### src/verilog/acp_pkg.sv
// Package of constants and carrier types for the convert pair trigger control block.
package acp_pkg;

	// Register port geometry.
	localparam int ADDR_W = 4;
	localparam int DATA_W = 16;

	// Register indices; the control register offset is not printed, so these are chosen.
	localparam logic [ADDR_W-1:0] OFF_CONTROL = 4'h0;
	localparam logic [ADDR_W-1:0] OFF_IRQ_STATUS = 4'h1;
	localparam logic [ADDR_W-1:0] OFF_IRQ_MASK = 4'h2;
	localparam logic [ADDR_W-1:0] OFF_BUSY = 4'h3;

	// Field positions inside each byte of the control register.
	localparam int FLD_ENABLE = 7;
	localparam int FLD_PENDING = 6;
	localparam int FLD_SOFT = 5;
	localparam int SRC_W = 5;
	localparam int PAIRS = 2;
	localparam int PAIR_BYTE_W = 8;

	// Reset values.
	localparam logic [DATA_W-1:0] RST_CONTROL = 16'h0000;
	localparam logic [PAIRS-1:0] RST_PAIRS = 2'h0;
	localparam logic [SRC_W-1:0] RST_SRC = 5'h00;

	// Trigger source code meaning individual software trigger; encoding not given, so a parameter.
	localparam logic [SRC_W-1:0] SRC_SOFTWARE = 5'h01;

	// One pair's control byte as it sits in the register.
	typedef struct packed {
		logic irqEnable;
		logic pending;
		logic softTrigger;
		logic [SRC_W-1:0] triggerSource;
	} acp_pair_s;

	// Register port request from the processor side.
	typedef struct packed {
		logic wrStrobe;
		logic rdStrobe;
		logic [ADDR_W-1:0] addr;
		logic [DATA_W-1:0] wrData;
	} acp_bus_req_s;

	// Sequencer states for starting pair conversions.
	typedef enum logic [1:0] {
		ST_IDLE,
		ST_CONVERT
	} acp_state_e;

endpackage
### src/verilog/acp_pair_slot.sv
// One convert pair's control byte: pending flag, self-clearing soft trigger, completion pulse.
`timescale 1ns/1ps
module acp_pair_slot
	import acp_pkg::*;
(
	input wire logic core_clk,
	input wire logic rst_n,
	input wire logic writeByte,
	input wire logic [PAIR_BYTE_W-1:0] writeValue,
	input wire logic hwTrigger,
	input wire logic convDone,
	output acp_pair_s pairReg,
	output logic irqPulse,
	output logic softRequest
);

	// Registered pair state and next values.
	acp_pair_s next_pairReg;
	logic next_irqPulse;
	logic softSelected;

	assign softSelected = (pairReg.triggerSource == SRC_SOFTWARE);
	// A soft trigger asks for a start only while the software source is chosen.
	assign softRequest = pairReg.softTrigger & softSelected & ~pairReg.pending; // RQ4

	// Next state of the pair byte: software writes, then hardware events take precedence.
	always_comb begin
		next_pairReg = pairReg;
		next_irqPulse = 1'b0;
		if (writeByte) begin
			next_pairReg = acp_pair_s'(writeValue); // RQ6
		end
		// Completion clears the pending flag whatever the enable holds.
		if (convDone && pairReg.pending) begin
			next_pairReg.pending = 1'b0; // RQ2 RQ7
			next_irqPulse = pairReg.irqEnable; // RQ1 RQ7
		end
		// A trigger sets pending and wins over a clearing write in the same cycle.
		if (hwTrigger) begin
			next_pairReg.pending = 1'b1; // RQ2
			next_pairReg.softTrigger = 1'b0; // RQ3
		end
	end

	// Register the pair byte.
	always_ff @(posedge core_clk or negedge rst_n) begin
		if (!rst_n) begin
			pairReg <= acp_pair_s'(RST_CONTROL[PAIR_BYTE_W-1:0]);
			irqPulse <= 1'b0;
		end else begin
			pairReg <= next_pairReg;
			irqPulse <= next_irqPulse;
		end
	end
endmodule // acp_pair_slot

### src/verilog/acp_pair_trigger_control.sv
// Top of the two-pair converter trigger control block with register port and interrupt.
// Behaviour
// RQ1: enabled pair raises interrupt on completion
// RQ2: pending sets on trigger, clears on completion
// RQ3: soft trigger starts pair, clears when pending
// RQ4: software selects soft source before triggering
// RQ5: soft request waits until converter is free
// RQ6: high pair upper byte, fields enable-pending-soft-source
// RQ7: completion clears pending; one pulse per completion
//
// Our own choices: the strobed register port and the address map.
`timescale 1ns/1ps
module acp_pair_trigger_control
	import acp_pkg::*;
(
	input wire logic core_clk,
	input wire logic rst_n,
	input acp_bus_req_s busReq,
	input wire logic [PAIRS-1:0] hwTriggerIn,
	input wire logic convBusy,
	input wire logic [PAIRS-1:0] convDone,
	output logic [DATA_W-1:0] rdData,
	output logic [PAIRS-1:0] convStart,
	output logic irq
);

	// Pair bytes, completion pulses and soft start requests per pair.
	acp_pair_s pairRegs [PAIRS];
	logic [PAIRS-1:0] pairIrq;
	logic [PAIRS-1:0] softReq;
	logic [PAIRS-1:0] pairTrigger;
	logic [DATA_W-1:0] controlWord;
	// Interrupt status and mask, one bit per pair.
	logic [PAIRS-1:0] irqStatus, next_irqStatus;
	logic [PAIRS-1:0] irqMask, next_irqMask;
	logic [DATA_W-1:0] next_rdData;
	logic next_irq;
	// Start sequencer.
	acp_state_e state, next_state;
	logic [PAIRS-1:0] next_convStart;
	logic [PAIRS-1:0] softGrant;
	logic writeControl;
	// Write-one-to-clear decode of the status register, one bit per pair.
	logic [PAIRS-1:0] statusClear;

	assign writeControl = busReq.wrStrobe && (busReq.addr == OFF_CONTROL);

	// The sticky check reads this decode, so it sees exactly what a status write asked to clear.
	// Bits not named by a write stay zero here and can never wipe a flag.
	assign statusClear = (busReq.wrStrobe && busReq.addr == OFF_IRQ_STATUS)
		? busReq.wrData[PAIRS-1:0] : '0;

	// One slot per pair; pair 0 is the low byte, pair 1 the high byte.
	genvar gi;
	generate
		for (gi = 0; gi < PAIRS; gi++) begin : g_pair
			// A pair's trigger is its hardware source or a granted soft request.
			assign pairTrigger[gi] = hwTriggerIn[gi] | softGrant[gi]; // RQ3
			assign controlWord[gi*PAIR_BYTE_W +: PAIR_BYTE_W] = pairRegs[gi]; // RQ6
			acp_pair_slot u_slot (
				.core_clk(core_clk),
				.rst_n(rst_n),
				.writeByte(writeControl),
				.writeValue(busReq.wrData[gi*PAIR_BYTE_W +: PAIR_BYTE_W]),
				.hwTrigger(pairTrigger[gi]),
				.convDone(convDone[gi]),
				.pairReg(pairRegs[gi]),
				.irqPulse(pairIrq[gi]),
				.softRequest(softReq[gi])
			);
		end
	endgenerate

	// Soft grants only while the converter is idle; the lower pair wins a tie.
	// Held requests simply stay in the soft trigger bit until resources free up.
	always_comb begin
		softGrant = '0;
		if (state == ST_IDLE && !convBusy) begin
			if (softReq[0]) begin
				softGrant[0] = 1'b1; // RQ5
			end else if (softReq[1]) begin
				softGrant[1] = 1'b1; // RQ5
			end
		end
	end

	// Sequencer: a start pulse goes out the cycle after the grant, then waits for busy to drop.
	always_comb begin
		next_state = state;
		next_convStart = pairTrigger;
		case (state)
			ST_IDLE: begin
				if (|softGrant) begin
					next_state = ST_CONVERT;
				end
			end
			ST_CONVERT: begin
				// Give the core one cycle to report busy before judging it free.
				if (!convBusy && !(|convStart)) begin
					next_state = ST_IDLE;
				end
			end
			default: next_state = ST_IDLE;
		endcase
	end

	// Interrupt status: completions set, write-one clears, set wins; mask and read data.
	always_comb begin
		next_irqStatus = irqStatus;
		next_irqMask = irqMask;
		next_rdData = '0;
		if (busReq.wrStrobe && busReq.addr == OFF_IRQ_STATUS) begin
			next_irqStatus = irqStatus & ~busReq.wrData[PAIRS-1:0];
		end
		next_irqStatus = next_irqStatus | pairIrq; // RQ1
		if (busReq.wrStrobe && busReq.addr == OFF_IRQ_MASK) begin
			next_irqMask = busReq.wrData[PAIRS-1:0];
		end
		// Address decode for reads; unmapped addresses read zero.
		if (busReq.rdStrobe) begin
			if (busReq.addr == OFF_CONTROL) begin
				next_rdData = controlWord; // RQ6
			end else if (busReq.addr == OFF_IRQ_STATUS) begin
				next_rdData = {{(DATA_W-PAIRS){1'b0}}, irqStatus};
			end else if (busReq.addr == OFF_IRQ_MASK) begin
				next_rdData = {{(DATA_W-PAIRS){1'b0}}, irqMask};
			end else if (busReq.addr == OFF_BUSY) begin
				next_rdData = {{(DATA_W-1){1'b0}}, state == ST_CONVERT};
			end
		end
		next_irq = |(next_irqStatus & next_irqMask);
	end

	// Register all top-level state so every output comes from a flip-flop.
	always_ff @(posedge core_clk or negedge rst_n) begin
		if (!rst_n) begin
			state <= ST_IDLE;
			convStart <= RST_PAIRS;
			irqStatus <= RST_PAIRS;
			irqMask <= RST_PAIRS;
			rdData <= RST_CONTROL;
			irq <= 1'b0;
		end else begin
			state <= next_state;
			convStart <= next_convStart;
			irqStatus <= next_irqStatus;
			irqMask <= next_irqMask;
			rdData <= next_rdData;
			irq <= next_irq;
		end
	end
endmodule // acp_pair_trigger_control

### config.mk
export PLATFORM = sky130hd
export DESIGN_NAME = acp_pair_trigger_control
export DESIGN_NICKNAME = d
export VERILOG_FILES = /design/src/verilog/acp_pkg.sv /design/src/verilog/acp_pair_slot.sv /design/src/verilog/acp_pair_trigger_control.sv
export SDC_FILE = /design/constraint.sdc
export NUM_CORES = 1
export LEC_CHECK = 0
export ABC_CLOCK_PERIOD_IN_PS = 3600
export BUFFER_PORTS_ARGS = -buffer_cell sky130_fd_sc_hd__buf_2
export CAP_MARGIN = 20
export CORE_MARGIN = 10
export CORE_UTILIZATION = 35
export CTS_CLUSTER_DIAMETER = 200
export CTS_CLUSTER_SIZE = 25
export DETAILED_ROUTE_END_ITERATION = 7
export GPL_TIMING_DRIVEN = 0
export PLACE_DENSITY_LB_ADDON = 0.2
export RECOVER_POWER = 25
export SYNTH_ARGS = -nofsm -noshare
export SYNTH_HDL_FRONTEND = slang
export SYNTH_HIERARCHICAL = 1
export SYNTH_SLANG_ARGS = --single-unit
### constraint.sdc
create_clock -name core_clk -period 3.6 [get_ports core_clk]
set_clock_uncertainty 0.15 [all_clocks]
set_input_delay 0.36 -clock core_clk [delete_from_list [all_inputs] [get_ports core_clk]]
set_output_delay 0.36 -clock core_clk [all_outputs]
set_load 0.1 [all_outputs]
[Word level (Yosys, flattened, before mapping)]
Cells that the tools add are included.
Word-level totals
  bits in latches: 0
  ROM bits: 0
  memories: 0
  memory bits (writable): 0
  word-level logic and storage cells: 77
  register bits: 43
  output and inout port bits: 19
Cells by class
  equality and inequality tests: 8
  reductions and logical operators: 19
  $add $sub $neg: 0
  shift operators: 0
  muxes and demuxes: 22
  divide/modulo/power cells: 0
  $mul: 0
  bitwise logic cells: 12
  order comparisons: 0
Operator list (count)
  2-to-1 mux 16 bit: 2
  2-to-1 mux 2 bit: 9
  2-to-1 mux 7 bit: 2
  == test 5 x 1 -> 1 bit (second input constant): 2
  == test 4 x 2 -> 1 bit (second input constant): 2
  2-to-1 mux 1 bit: 8
  logical AND 1 bit: 7
  nonzero test 3 bit: 2
  OR reduction 2 bit: 3
  AND 1 bit: 4
  AND 2 bit: 2
  == test 4 x 1 -> 1 bit (second input constant): 1
  zero test 4 bit: 1
  case mux 2 bit (2 select lines): 1
  nonzero test 2 bit: 2
  == test 2 x 1 -> 1 bit (second input constant): 1
  zero test 1 bit: 2
  zero test 2 bit: 1
  != test 2 x 1 -> 1 bit (second input constant): 1
  != test 2 bit (second input constant): 1
  inverter 1 bit: 2
  inverter 2 bit: 1
  OR 1 bit: 2
  OR 2 bit: 1
  AND reduction 2 bit: 1

[Logic depth before layout (Yosys ltp)]
Gate-level depths: netlist of the first run.
  word-level depth: 9
  depth in mapped cells: 6
  gate-level depth less buffers: 5

[Modules after synthesis]
The synthesis of the first run kept the hierarchy.
Modules (own cells, without submodules)
  acp_pair_trigger_control: area an instance 920.9 um2, cells each 69, instances 1
  acp_pair_slot: area an instance 365.4 um2, cells each 24, instances 2

[Worst setup path before layout of the first run]
OpenSTA, ideal clock, no wires.
  path type: input to register
  start: in busReq[16] (netlist bit)
  end: reg g_pair[0].u_slot/pairReg[6] (netlist bit)
  setup slack: 1566 ps
  data arrival time: 1766 ps
  stages: 6
  library setup time: 118 ps
  required time: 3332 ps
  cell sequence: nor4_4 clkbuf_1 and2_1 buf_2 mux2_2 a21o_1
Between the ends
  longest elaborated chain between the ends: 3
Ends and longest elaborated chain
  start: declaration: RTL line acp_pair_trigger_control.sv:18  | input acp_bus_req_s busReq,
  zero test 4 bit: RTL line acp_pair_trigger_control.sv:46  | assign writeControl = busReq.wrStrobe && (busReq.addr == OFF_CONTROL);
  logical AND 1 bit: RTL line acp_pair_trigger_control.sv:46
  via writeControl: RTL line acp_pair_trigger_control.sv:42  | logic writeControl;
  nonzero test 3 bit (no line)
  end signal: assignment: RTL line acp_pair_slot.sv:48  | pairReg <= acp_pair_s'(RST_CONTROL[PAIR_BYTE_W-1:0]);
  end signal: assignment: RTL line acp_pair_slot.sv:51  | pairReg <= next_pairReg;
  end: declaration: RTL line acp_pair_slot.sv:12  | output acp_pair_s pairReg,
The timed path passes the listed nets, and every way through them passes these cells.
A chain may end at the register's enable or synchronous reset.

[Worst setup path in the final report of the first run]
Ends and elaborated chain as after synthesis.

==> metrics.md, run 1 <==
| Metric | Value |
|---|---|
| Overall via count from detail_route | 1130 |
| Portion of synthesized cell area occupied by the leading cell type | 63.64% |
| Count of distinct cell types in the synthesized netlist | 27 |
| Most frequent cell on the critical path | sky130_fd_sc_hd__buf_2 |
| Gate Count Post-Synth | 117 |
| Area leader, netlist | sky130_fd_sc_hd__dfrtp_1 |
| DP Worst Slack | 893.7 ps |
| Endpoints failing setup | 0 |
| Most used flip-flop cell after synthesis | sky130_fd_sc_hd__dfrtp_1 |
| Final weighted congestion of routability-driven global placement | 0.7693 |
| I/O Buffers | 47 |
| Drt via density | 5.067 |
| Cell family with most CP delay | buffers and inverters |
| Cts repair resizes | 0 |
| H-Tree Depth | 2 |
| Starting Density | 36.91% |
| Area of the placeable core | 4474 um^2 |
| Total overflow reported by the global router | 0 |
| Number of max-slew violations in the final report | 43 |
| CTS tree | done |
| Critical Path Source Type | primary input |
| Number of synthesized register bits | 42 |
| Buffers inserted by post-CTS timing repair | 0 |
| Outcome | finished with violations |
| Slowest stage delay, CP | 500 ps |
| Final worst-path cycle share | 64.92% |
| Highest-delay cell along the critical path | sky130_fd_sc_hd__nor4_4 |
| Cell area after layout | 2027 um^2 |
| Mapped Nets | 146 |
| Required time at the endpoint of the critical path | 3630 ps |
| Minimum hold slack | 133.6 ps |
| Hold_buf cts | 0 |
| Number of buffers added by the clock tree synthesis step | 5 |
| Achievable frequency | 427.9 MHz |
| Final critical delay including setup and external delays | 2337 ps |
| I/O pin count | 48 |
| Total negative slack | 0 ps |
| Finished Core Util | 45.30% |
| Final layout net count | 200 |
| Number of hold violations in the final report | 0 |
| Number of violations of the max-capacitance limit | 1 |
| Post-synth design cell area | 1652 um^2 |
| Post-DRT Antenna Nets | 0 |
| Synth-to-layout area growth | 22.73% |
| Critical path capture point type | flop |
| Critical Path Fanout Max | 10 |
| Worst slew slack as a fraction of its limit | -45.10% |
| Skew-Pair Late Insertion Delay | 290 ps |
| Leakage Power | 1.061 nW |
| Die Ht | 88.70 um |
| Number of placement rows | 24 |
| Synthesized area per cell | 14.12 um^2 |
| Maximum root-to-sink buffer count | 2 |
| Most numerous cell types in the synthesized netlist | sky130_fd_sc_hd__dfrtp_1, sky130_fd_sc_hd__and3_1, sky130_fd_sc_hd__mux2_2, sky130_fd_sc_hd__a21o_1, sky130_fd_sc_hd__nor2_1 |
| Unrepaired setup endpoints after global routing | no |
| Root cell of the clock tree | sky130_fd_sc_hd__clkbuf_8 |
| Number of antenna repair diodes | 0 |
| Max IR drop VDD | 0.1637 mV |
| Chain of cells forming the critical path | buf_2 > nor4_4 > clkbuf_1 > and2_1 > buf_2 > mux2_2 > a21o_1 |
| Detailed Routing Iterations Pass 1 | 4 |
| DRC violations left | 0 |
| Violations in the final reports | capacitance limit, slew limit |
| Data arrival time of the critical path | 2370 ps |
| Share of final-layout standard cells stronger than drive strength 1 | 43.86% |
| Synthesis Warnings | 6 |
| Wire length of the first global-routing pass | 6.486 mm |
| Overall track demand over capacity in global routing | 10.81% |
| Clock edge transition at the registers on the reported setup and hold paths | 70 ps |
| Fraction of synthesis flops using an asynchronous set or reset pin | 100.0% |
| Total clock sinks | 42 |
| Largest net degree at the start of global routing | 43 |
| Worst path setup slack after routing | 1263 ps |
| HPWL after detailed placement | 3.035 mm |
| Initial DRC count | 44 |
| Type of the most critical hold path | in2reg |
| Top cells by area, synth | sky130_fd_sc_hd__dfrtp_1, sky130_fd_sc_hd__mux2_2, sky130_fd_sc_hd__and3_1 |
| Initial antenna violation count | 0 |
| Post-synth EDFFs | 0 |
| Width of the chip | 88.70 um |
| Power per cell area | 499.6 nW/um^2 |
| Wire per inst | 17.91 um |
| Most repeated cell in the gate-level netlist after synthesis | sky130_fd_sc_hd__dfrtp_1 |
| Sequential cell area fraction in the yosys report | 63.64% |
| Actual transition at the worst max-transition pin | 2176 ps |
| Routed Wire Length | 3.994 mm |
| Path type of the worst setup path | in2reg |
| Die Area | 7867 um^2 |
| Placed instance area | 1952 um^2 |
| CP bufs+invs | 3 |
| Number of global-route vias before repair | 1285 |
worst paths after layout:
path	from	to	slack, ps	cells past startpoint
setup reg to reg	g_pair[0].u_slot/pairReg[2]	g_pair[1].u_slot/pairReg[6]	1630	5
hold reg to reg	g_pair[0].u_slot/irqPulse	irqStatus[0]	320	1
hold / removal	convBusy	state[0]	130	2
max in group asynchronous	rst_n	rdData[7]	1500	1
min in group asynchronous	rst_n	g_pair[1].u_slot/pairReg[2]	560	1
setup / recovery	busReq[16]	g_pair[0].u_slot/pairReg[6]	1260	7
stage by stage:
stage | power [W] | cells
finish | 0.001013 | 223
global route | 0.001066 | 223
CTS | 0.001028 | 223
detailed placement | 0.0007478 | 216
global placement | 0.0007394 | 216
floorplan | 0.0006834 | 117
cells by family (layout without fill, tap and decap cells):
logic type             after synthesis  after routing  synth area share, %
buffers and inverters                7             61                1.743
AND/OR/NAND/NOR                     36             36                15.53
multiplexers                        19             19                13.18
AO/OA/AOI/OAI                       13             13                5.909
flip-flops                          42             42                63.64
area by class of cell:
cell class,instances,area (um^2)
well taps,52,65.06
inverters,3,11.26
plain buffers,4,17.52
flip-flops and latches,42,1051
repair buffers,47,234.0
multi-input cells,68,571.8
clock buffers,7,76.32
fillers,438,2447
power breakdown:
part	switching, W	internal [W]	total, W
Combinational	0.000109	0.0000659	0.000175
Clock	0.000145	0.000133	0.000278
Sequential	0.0000348	0.000525	0.000560
layout by cell type (no fill, tap or decap), drive strengths merged, types with 2 or more instances in the layout:
master,count
nor4b,2
o31ai,2
nand3,3
inv,3
clkbuf,10
and3,16
nand2,2
buf,48
mux2i,3
dfrtp,42
a21o,5
mux2,16
nor2,5
or4b,2
metal layers:
| layer | vias to the layer above | share of wire [%] | global-route usage (%) |
|---|---|---|---|
| li1 | 528 | - | - |
| met1 | 558 | 40 | 11.66 |
| met2 | 37 | 49 | 17.95 |
| met3 | 7 | 10 | 5.790 |
| met4 | 0 | 1.3 | 3.231 |
| met5 | - | 0 | 0 |
flip-flops by register name, summed over array words and instances (netlist names):
name	cells
irq	1
g_pair.u_slot/irqPulse	2
g_pair.u_slot/pairReg	16
rdData	16
irqMask	2
irqStatus	2
state	1
convStart	2
worst reg2reg max path, delay by kind of cell (launching register included):
| kind | cells | cell delay, ps |
|---|---|---|
| simple gates | 2 | 880 |
| flops | 1 | 390 |
| compound gates | 2 | 380 |
| buf+inv | 1 | 70 |
Note: power is estimated with default switching activity, not from simulation.
==> run 2: changes to the inputs <==
ABC_CLOCK_PERIOD_IN_PS = 2090   (was 3600)
clock period = 2.09 ns   (was 3.6 ns; I/O delays follow)
==> metrics.md, run 2 (synthesized netlist as in run 1, its figures left out) <==
| Metric | Value |
|---|---|
| Outcome | finished clean |
| Unrepaired setup endpoints after global routing | no |
| Data arrival time of the critical path | 2000 ps |
| Instance count after placement with tap cells included | 216 |
| Most common cell after layout, fill and taps aside | sky130_fd_sc_hd__buf_2 |
| Startpoint of the most critical setup path | g_pair[0].u_slot/pairReg[2] |
| Root cell of the clock tree | sky130_fd_sc_hd__clkbuf_8 |
| Actual transition at the worst max-transition pin | 1173 ps |
| Total area of sequential cells | 1051 um^2 |
| Number of placement rows | 24 |
| Critical Path Source Type | flop |
| Path type of the worst setup path | reg2reg |
| Final weighted congestion of routability-driven global placement | 0.7693 |
| Die Area | 7867 um^2 |
| CTS tree | done |
| Worst slew slack as a fraction of its limit | 22.16% |
| Register-to-Register Path Depth | 5 |
| Final total power | 0.001750 W |
| Wire length of the first global-routing pass | 6.706 mm |
| Max IR drop VDD | 0.2824 mV |
| Overall track demand over capacity in global routing | 11.13% |
| DRC violations left | 0 |
| CP bufs+invs | 1 |
| Critical path capture point type | flop |
| Cell family with most CP delay | simple AND/OR/NAND/NOR gates |
| Reg-to-reg setup timing slack | 120 ps |
| Number of hold violations in the final report | 0 |
| Number of global-route vias before repair | 1344 |
| Final worst-path cycle share | 94.18% |
| Type of the most critical hold path | in2reg |
| Initial antenna violation count | 0 |
| Worst path setup slack after routing | 121.7 ps |
| I/O pin count | 48 |
| Highest-delay cell along the critical path | sky130_fd_sc_hd__or4b_1 |
| Total clock sinks | 42 |
| Critical Path Fanout Max | 3 |
| Detailed Routing Iterations Pass 1 | 4 |
| Maximum root-to-sink buffer count | 2 |
| Number of fill cells | 439 |
| Most used cells in the layout excluding fill and tap cells | sky130_fd_sc_hd__buf_2, sky130_fd_sc_hd__dfrtp_1, sky130_fd_sc_hd__and3_1 |
| Final critical delay including setup and external delays | 1968 ps |
| Final layout net count | 210 |
| Share of final-layout standard cells stronger than drive strength 1 | 39.23% |
| Number of antenna repair diodes | 0 |
| Achievable frequency | 508.1 MHz |
| Slowest stage delay, CP | 550 ps |
| Power per cell area | 828.9 nW/um^2 |
| Total overflow reported by the global router | 0 |
| I/O Buffers | 47 |
| Post-DRT Antenna Nets | 0 |
| Skew-Pair Late Insertion Delay | 280 ps |
| Starting Density | 36.91% |
| Endpoints failing setup | 0 |
| Overall via count from detail_route | 1162 |
| Number of violations of the max-capacitance limit | 0 |
| Synth-to-layout area growth | 27.80% |
| Total negative slack | 0 ps |
| Leading registers by flop count | g_pair.u_slot/pairReg x16, rdData x16 |
| DP Worst Slack | -465.3 ps |
| Wire per inst | 17.61 um |
| Width of the chip | 88.70 um |
| Drt via density | 4.987 |
| Routed Wire Length | 4.104 mm |
| Number of cells in the finished layout apart from fillers | 233 |
| Chain of cells forming the critical path | or4b_1 > nor4b_2 > inv_1 > a31o_2 > a21o_1 |
| Capture point of the worst path | g_pair[1].u_slot/pairReg[6] |
| Area of the placeable core | 4474 um^2 |
| Required time at the endpoint of the critical path | 2120 ps |
| Number of buffers added by the clock tree synthesis step | 5 |
| Initial DRC count | 33 |
| Area of combinational cells with multiple inputs | 564.3 um^2 |
| Startpoint of the lowest-slack register-to-register path | g_pair[0].u_slot/pairReg[2] |
| Largest net degree at the start of global routing | 43 |
| Number of max-slew violations in the final report | 0 |
| Clock edge transition at the registers on the reported setup and hold paths | 70 ps |
| Die Ht | 88.70 um |
| HPWL after detailed placement | 3.035 mm |
| Total stage count of the critical path | 5 |
| Leakage Power | 1.088 nW |
| H-Tree Depth | 2 |
| Terminus of the critical flop-to-flop path | g_pair[1].u_slot/pairReg[6] |
## run 2: cell types whose count changed in the layout (fill, tap and decap cells not counted), sizes merged
cell / change
clkbuf: +4
dlygate4sd3: +9
buf: -3
## run 2: final cells by class
type                            instances  area share [%]
Clock buffer                            7           3.616
Multi-Input combinational cell         68           26.73
Sequential cell                        42           49.79
Timing Repair Buffer                   57           15.35
Tap cell                               52           3.082
Buffer                                  4          0.8892
Inverter                                3          0.5335
## run 2: repair_timing
| action | CTS | global route |
|---|---|---|
| hold endpoints to repair | 48 | 2 |
| buffers inserted | 1 | 0 |
| endpoints found under the setup margin | 4 | 0 |
| gates resized for setup | 1 | 0 |
| hold buffers | 7 | 2 |
## run 2: worst register-to-register path: stages, from the launching register on
cell                      delay, ps
sky130_fd_sc_hd__dfrtp_1        390
sky130_fd_sc_hd__or4b_1         550
sky130_fd_sc_hd__nor4b_2        320
sky130_fd_sc_hd__inv_1           70
sky130_fd_sc_hd__a31o_2         230
sky130_fd_sc_hd__a21o_1         150
## run 2: worst min-delay path by stage
stage | from | endpoint | depth (start not counted)
finish | busReq[4] | g_pair[0].u_slot/pairReg[4] | 2
floorplan | rst_n | convStart[0] | 0
global route | busReq[4] | g_pair[0].u_slot/pairReg[4] | 2
CTS | busReq[4] | g_pair[0].u_slot/pairReg[4] | 2
detailed placement | rst_n | g_pair[1].u_slot/pairReg[2] | 1
global placement | rst_n | g_pair[1].u_slot/pairReg[4] | 1
## run 2: metal layers
layer	part of all wire (%)	GRT usage, %	vias to the layer above
met5	0	0	-
met4	2.4	4.258	0
met3	9.6	5.790	11
met2	49	18.22	39
met1	39	11.99	565
li1	-	-	547
## run 2: where the power goes
group	internal, W	leakage [nW]	switching, W
registers	0.000904	0.537	0.0000598
clock network	0.000230	0.0383	0.000250
logic	0.000116	0.513	0.000191
## run 2: per-stage QoR
| stage | hold slack [ps] | cell area (um^2) | util [%] |
|---|---|---|---|
| after floorplan | -236.6 | 1652 | - |
| after global placement | 241.6 | 1952 | 43.62 |
| after detailed placement | 264.7 | 1952 | 43.62 |
| after CTS | 6.369 | 2107 | 47.09 |
| after global routing | 7.312 | 2111 | 47.18 |
| final | 10.52 | 2111 | 47.18 |
==> run 3: changes to the inputs <==
PLACE_DENSITY = 0.67   (was not set)
PLACE_DENSITY_LB_ADDON = not set   (was 0.2)
==> metrics.md, run 3 (synthesized netlist as in run 1, its figures left out) <==
| Metric | Value |
|---|---|
| Terminus of the critical flop-to-flop path | g_pair[1].u_slot/pairReg[6] |
| Final worst-path cycle share | 95.47% |
| Root cell of the clock tree | sky130_fd_sc_hd__clkbuf_8 |
| Total overflow reported by the global router | 0 |
| Number of max-slew violations in the final report | 0 |
| DRC violations left | 0 |
| Achievable frequency | 501.2 MHz |
| Drt via density | 4.868 |
| Leakage Power | 1.094 nW |
| Die Area | 7867 um^2 |
| Overall track demand over capacity in global routing | 10.48% |
| Register-to-Register Path Depth | 5 |
| Max IR drop VDD | 0.2882 mV |
| Number of global-route vias before repair | 1254 |
| Final total power | 0.001750 W |
| Type of the most critical hold path | in2reg |
| Share of final-layout standard cells stronger than drive strength 1 | 40.11% |
| Unrepaired setup endpoints after global routing | no |
| Total area of sequential cells | 1051 um^2 |
| Final critical delay including setup and external delays | 1995 ps |
| Global Route met2 Usage | 17.22% |
| Overall via count from detail_route | 1139 |
| Leading registers by flop count | g_pair.u_slot/pairReg x16, rdData x16 |
| Number of antenna repair diodes | 0 |
| Final layout net count | 211 |
| Worst slew slack as a fraction of its limit | 22.14% |
| Number of violations of the max-capacitance limit | 0 |
| Detailed Routing Iterations Pass 1 | 4 |
| Data arrival time of the critical path | 2030 ps |
| Synth-to-layout area growth | 28.33% |
| Startpoint of the lowest-slack register-to-register path | g_pair[0].u_slot/pairReg[2] |
| Min-Delay Endpoint | g_pair[0].u_slot/pairReg[7] |
| I/O pin count | 48 |
| Most used cells in the layout excluding fill and tap cells | sky130_fd_sc_hd__buf_2, sky130_fd_sc_hd__dfrtp_1, sky130_fd_sc_hd__and3_1 |
| Area of combinational cells with multiple inputs | 564.3 um^2 |
| Cell area after layout | 2120 um^2 |
| Routed Wire Length | 3.840 mm |
| HPWL after detailed placement | 2.916 mm |
| Post-DRT Antenna Nets | 0 |
| Number of placement rows | 24 |
| Area of the placeable core | 4474 um^2 |
| Width of the chip | 88.70 um |
| Grt met1 use | 11.79% |
| Die Ht | 88.70 um |
| Number of fill cells | 417 |
| Initial DRC count | 55 |
| Global routing met3 resource utilization | 3.676% |
| Startpoint of the lowest-slack hold path | busReq[7] |
| Critical Path Source Type | primary input |
| Top Usage Layer GRT | met2 |
| Clock edge transition at the registers on the reported setup and hold paths | 70 ps |
| CTS tree | done |
| Final weighted congestion of routability-driven global placement | 0.7865 |
| Number of cells in the finished layout apart from fillers | 234 |
| Starting Density | 36.91% |
| Wire length of the first global-routing pass | 6.272 mm |
| Total clock sinks | 42 |
| Maximum root-to-sink buffer count | 2 |
| Placed instance area | 1952 um^2 |
| Cells on Worst Hold Path | 2 |
| Instance count after placement with tap cells included | 216 |
| Initial antenna violation count | 0 |
| Required time at the endpoint of the critical path | 2120 ps |
| I/O Buffers | 47 |
| Number of hold violations in the final report | 0 |
| Actual transition at the worst max-transition pin | 1173 ps |
| Power per cell area | 825.9 nW/um^2 |
| Most common cell after layout, fill and taps aside | sky130_fd_sc_hd__buf_2 |
| Critical Path Fanout Max | 10 |
| Path type of the worst setup path | in2reg |
| Skew-Pair Late Insertion Delay | 290 ps |
| Endpoints failing setup | 0 |
| Worst path setup slack after routing | 94.59 ps |
| Outcome | finished clean |
| Wire per inst | 16.41 um |
| Critical path capture point type | flop |
| Reg-to-reg setup timing slack | 120 ps |
| H-Tree Depth | 2 |
| DP Worst Slack | -338.6 ps |
| Number of buffers added by the clock tree synthesis step | 5 |
| Largest net degree at the start of global routing | 43 |
run 3: cell count changes in the layout (fill, tap and decap cells not counted):
cell                       before  now
sky130_fd_sc_hd__clkinv_2       0    2
sky130_fd_sc_hd__clkbuf_1       8    6
sky130_fd_sc_hd__buf_1          0    1
sky130_fd_sc_hd__clkbuf_2       1    2
sky130_fd_sc_hd__buf_2         45   43
sky130_fd_sc_hd__clkbuf_4       0    1
run 3: stage by stage:
| stage | util [%] | hold slack (ps) | setup TNS (ps) |
|---|---|---|---|
| global placement | 43.62 | 224.1 | -2818 |
| finish | 47.37 | 9.533 | 0 |
| detailed placement | 43.62 | 245.1 | -2814 |
| CTS | 47.43 | 1.661 | 0 |
| floorplan | - | -236.6 | 0 |
| global route | 47.37 | 5.554 | 0 |
run 3: how the worst max path moves through the flow:
| stage | startpoint | end | cells past startpoint | slack (ps) |
|---|---|---|---|---|
| 2_1_floorplan | busReq[16] | g_pair[0].u_slot/pairReg[6] | 6 | 210 |
| 3_3_place_gp | busReq[16] | g_pair[0].u_slot/pairReg[6] | 7 | -330 |
| 3_5_place_dp | busReq[16] | g_pair[0].u_slot/pairReg[6] | 7 | -340 |
| 4_1_cts | busReq[16] | g_pair[0].u_slot/pairReg[6] | 7 | 80 |
| 5_1_grt | busReq[17] | g_pair[0].u_slot/pairReg[6] | 7 | 20 |
| 6_report | busReq[17] | g_pair[0].u_slot/pairReg[6] | 7 | 90 |
run 3: power by group:
part | total, W | internal [W] | leakage, nW | switching (W)
Clock | 0.000482 | 0.000224 | 0.0438 | 0.000258
Sequential | 0.000961 | 0.000903 | 0.537 | 0.0000579
Combinational | 0.000307 | 0.000118 | 0.513 | 0.000189
Total | 0.00175 | 0.00125 | 1.09 | 0.000505
run 3: metal layers:
metal	routed length [um]	part of all wire, %	up-vias
li1	-	-	551
met1	1600	42	555
met2	1898	49	28
met3	279	7.3	5
met4	62	1.6	0
met5	0	0	-
run 3: layout make-up:
class / count / area share [%]
plain buffers: 4 / 0.8855
well taps: 52 / 3.070
inverters: 3 / 0.5313
clock inverters: 2 / 0.4723
clock buffers: 5 / 3.247
multi-input cells: 68 / 26.62
flip-flops and latches: 42 / 49.59
repair buffers: 58 / 15.58
run 3: worst max-delay path: stages:
cell	delay [ps]
sky130_fd_sc_hd__clkbuf_1	180
sky130_fd_sc_hd__nor4_4	420
sky130_fd_sc_hd__clkbuf_2	280
sky130_fd_sc_hd__and2_1	170
sky130_fd_sc_hd__buf_2	230
sky130_fd_sc_hd__mux2_2	350
sky130_fd_sc_hd__a21o_1	180
run 3: repair_timing:
action,CTS,global route
pin swaps,0,1
gates resized for setup,1,0
endpoints found under the setup margin,2,1
hold buffers,9,0
setup buffers,0,2
hold endpoints to repair,50,0
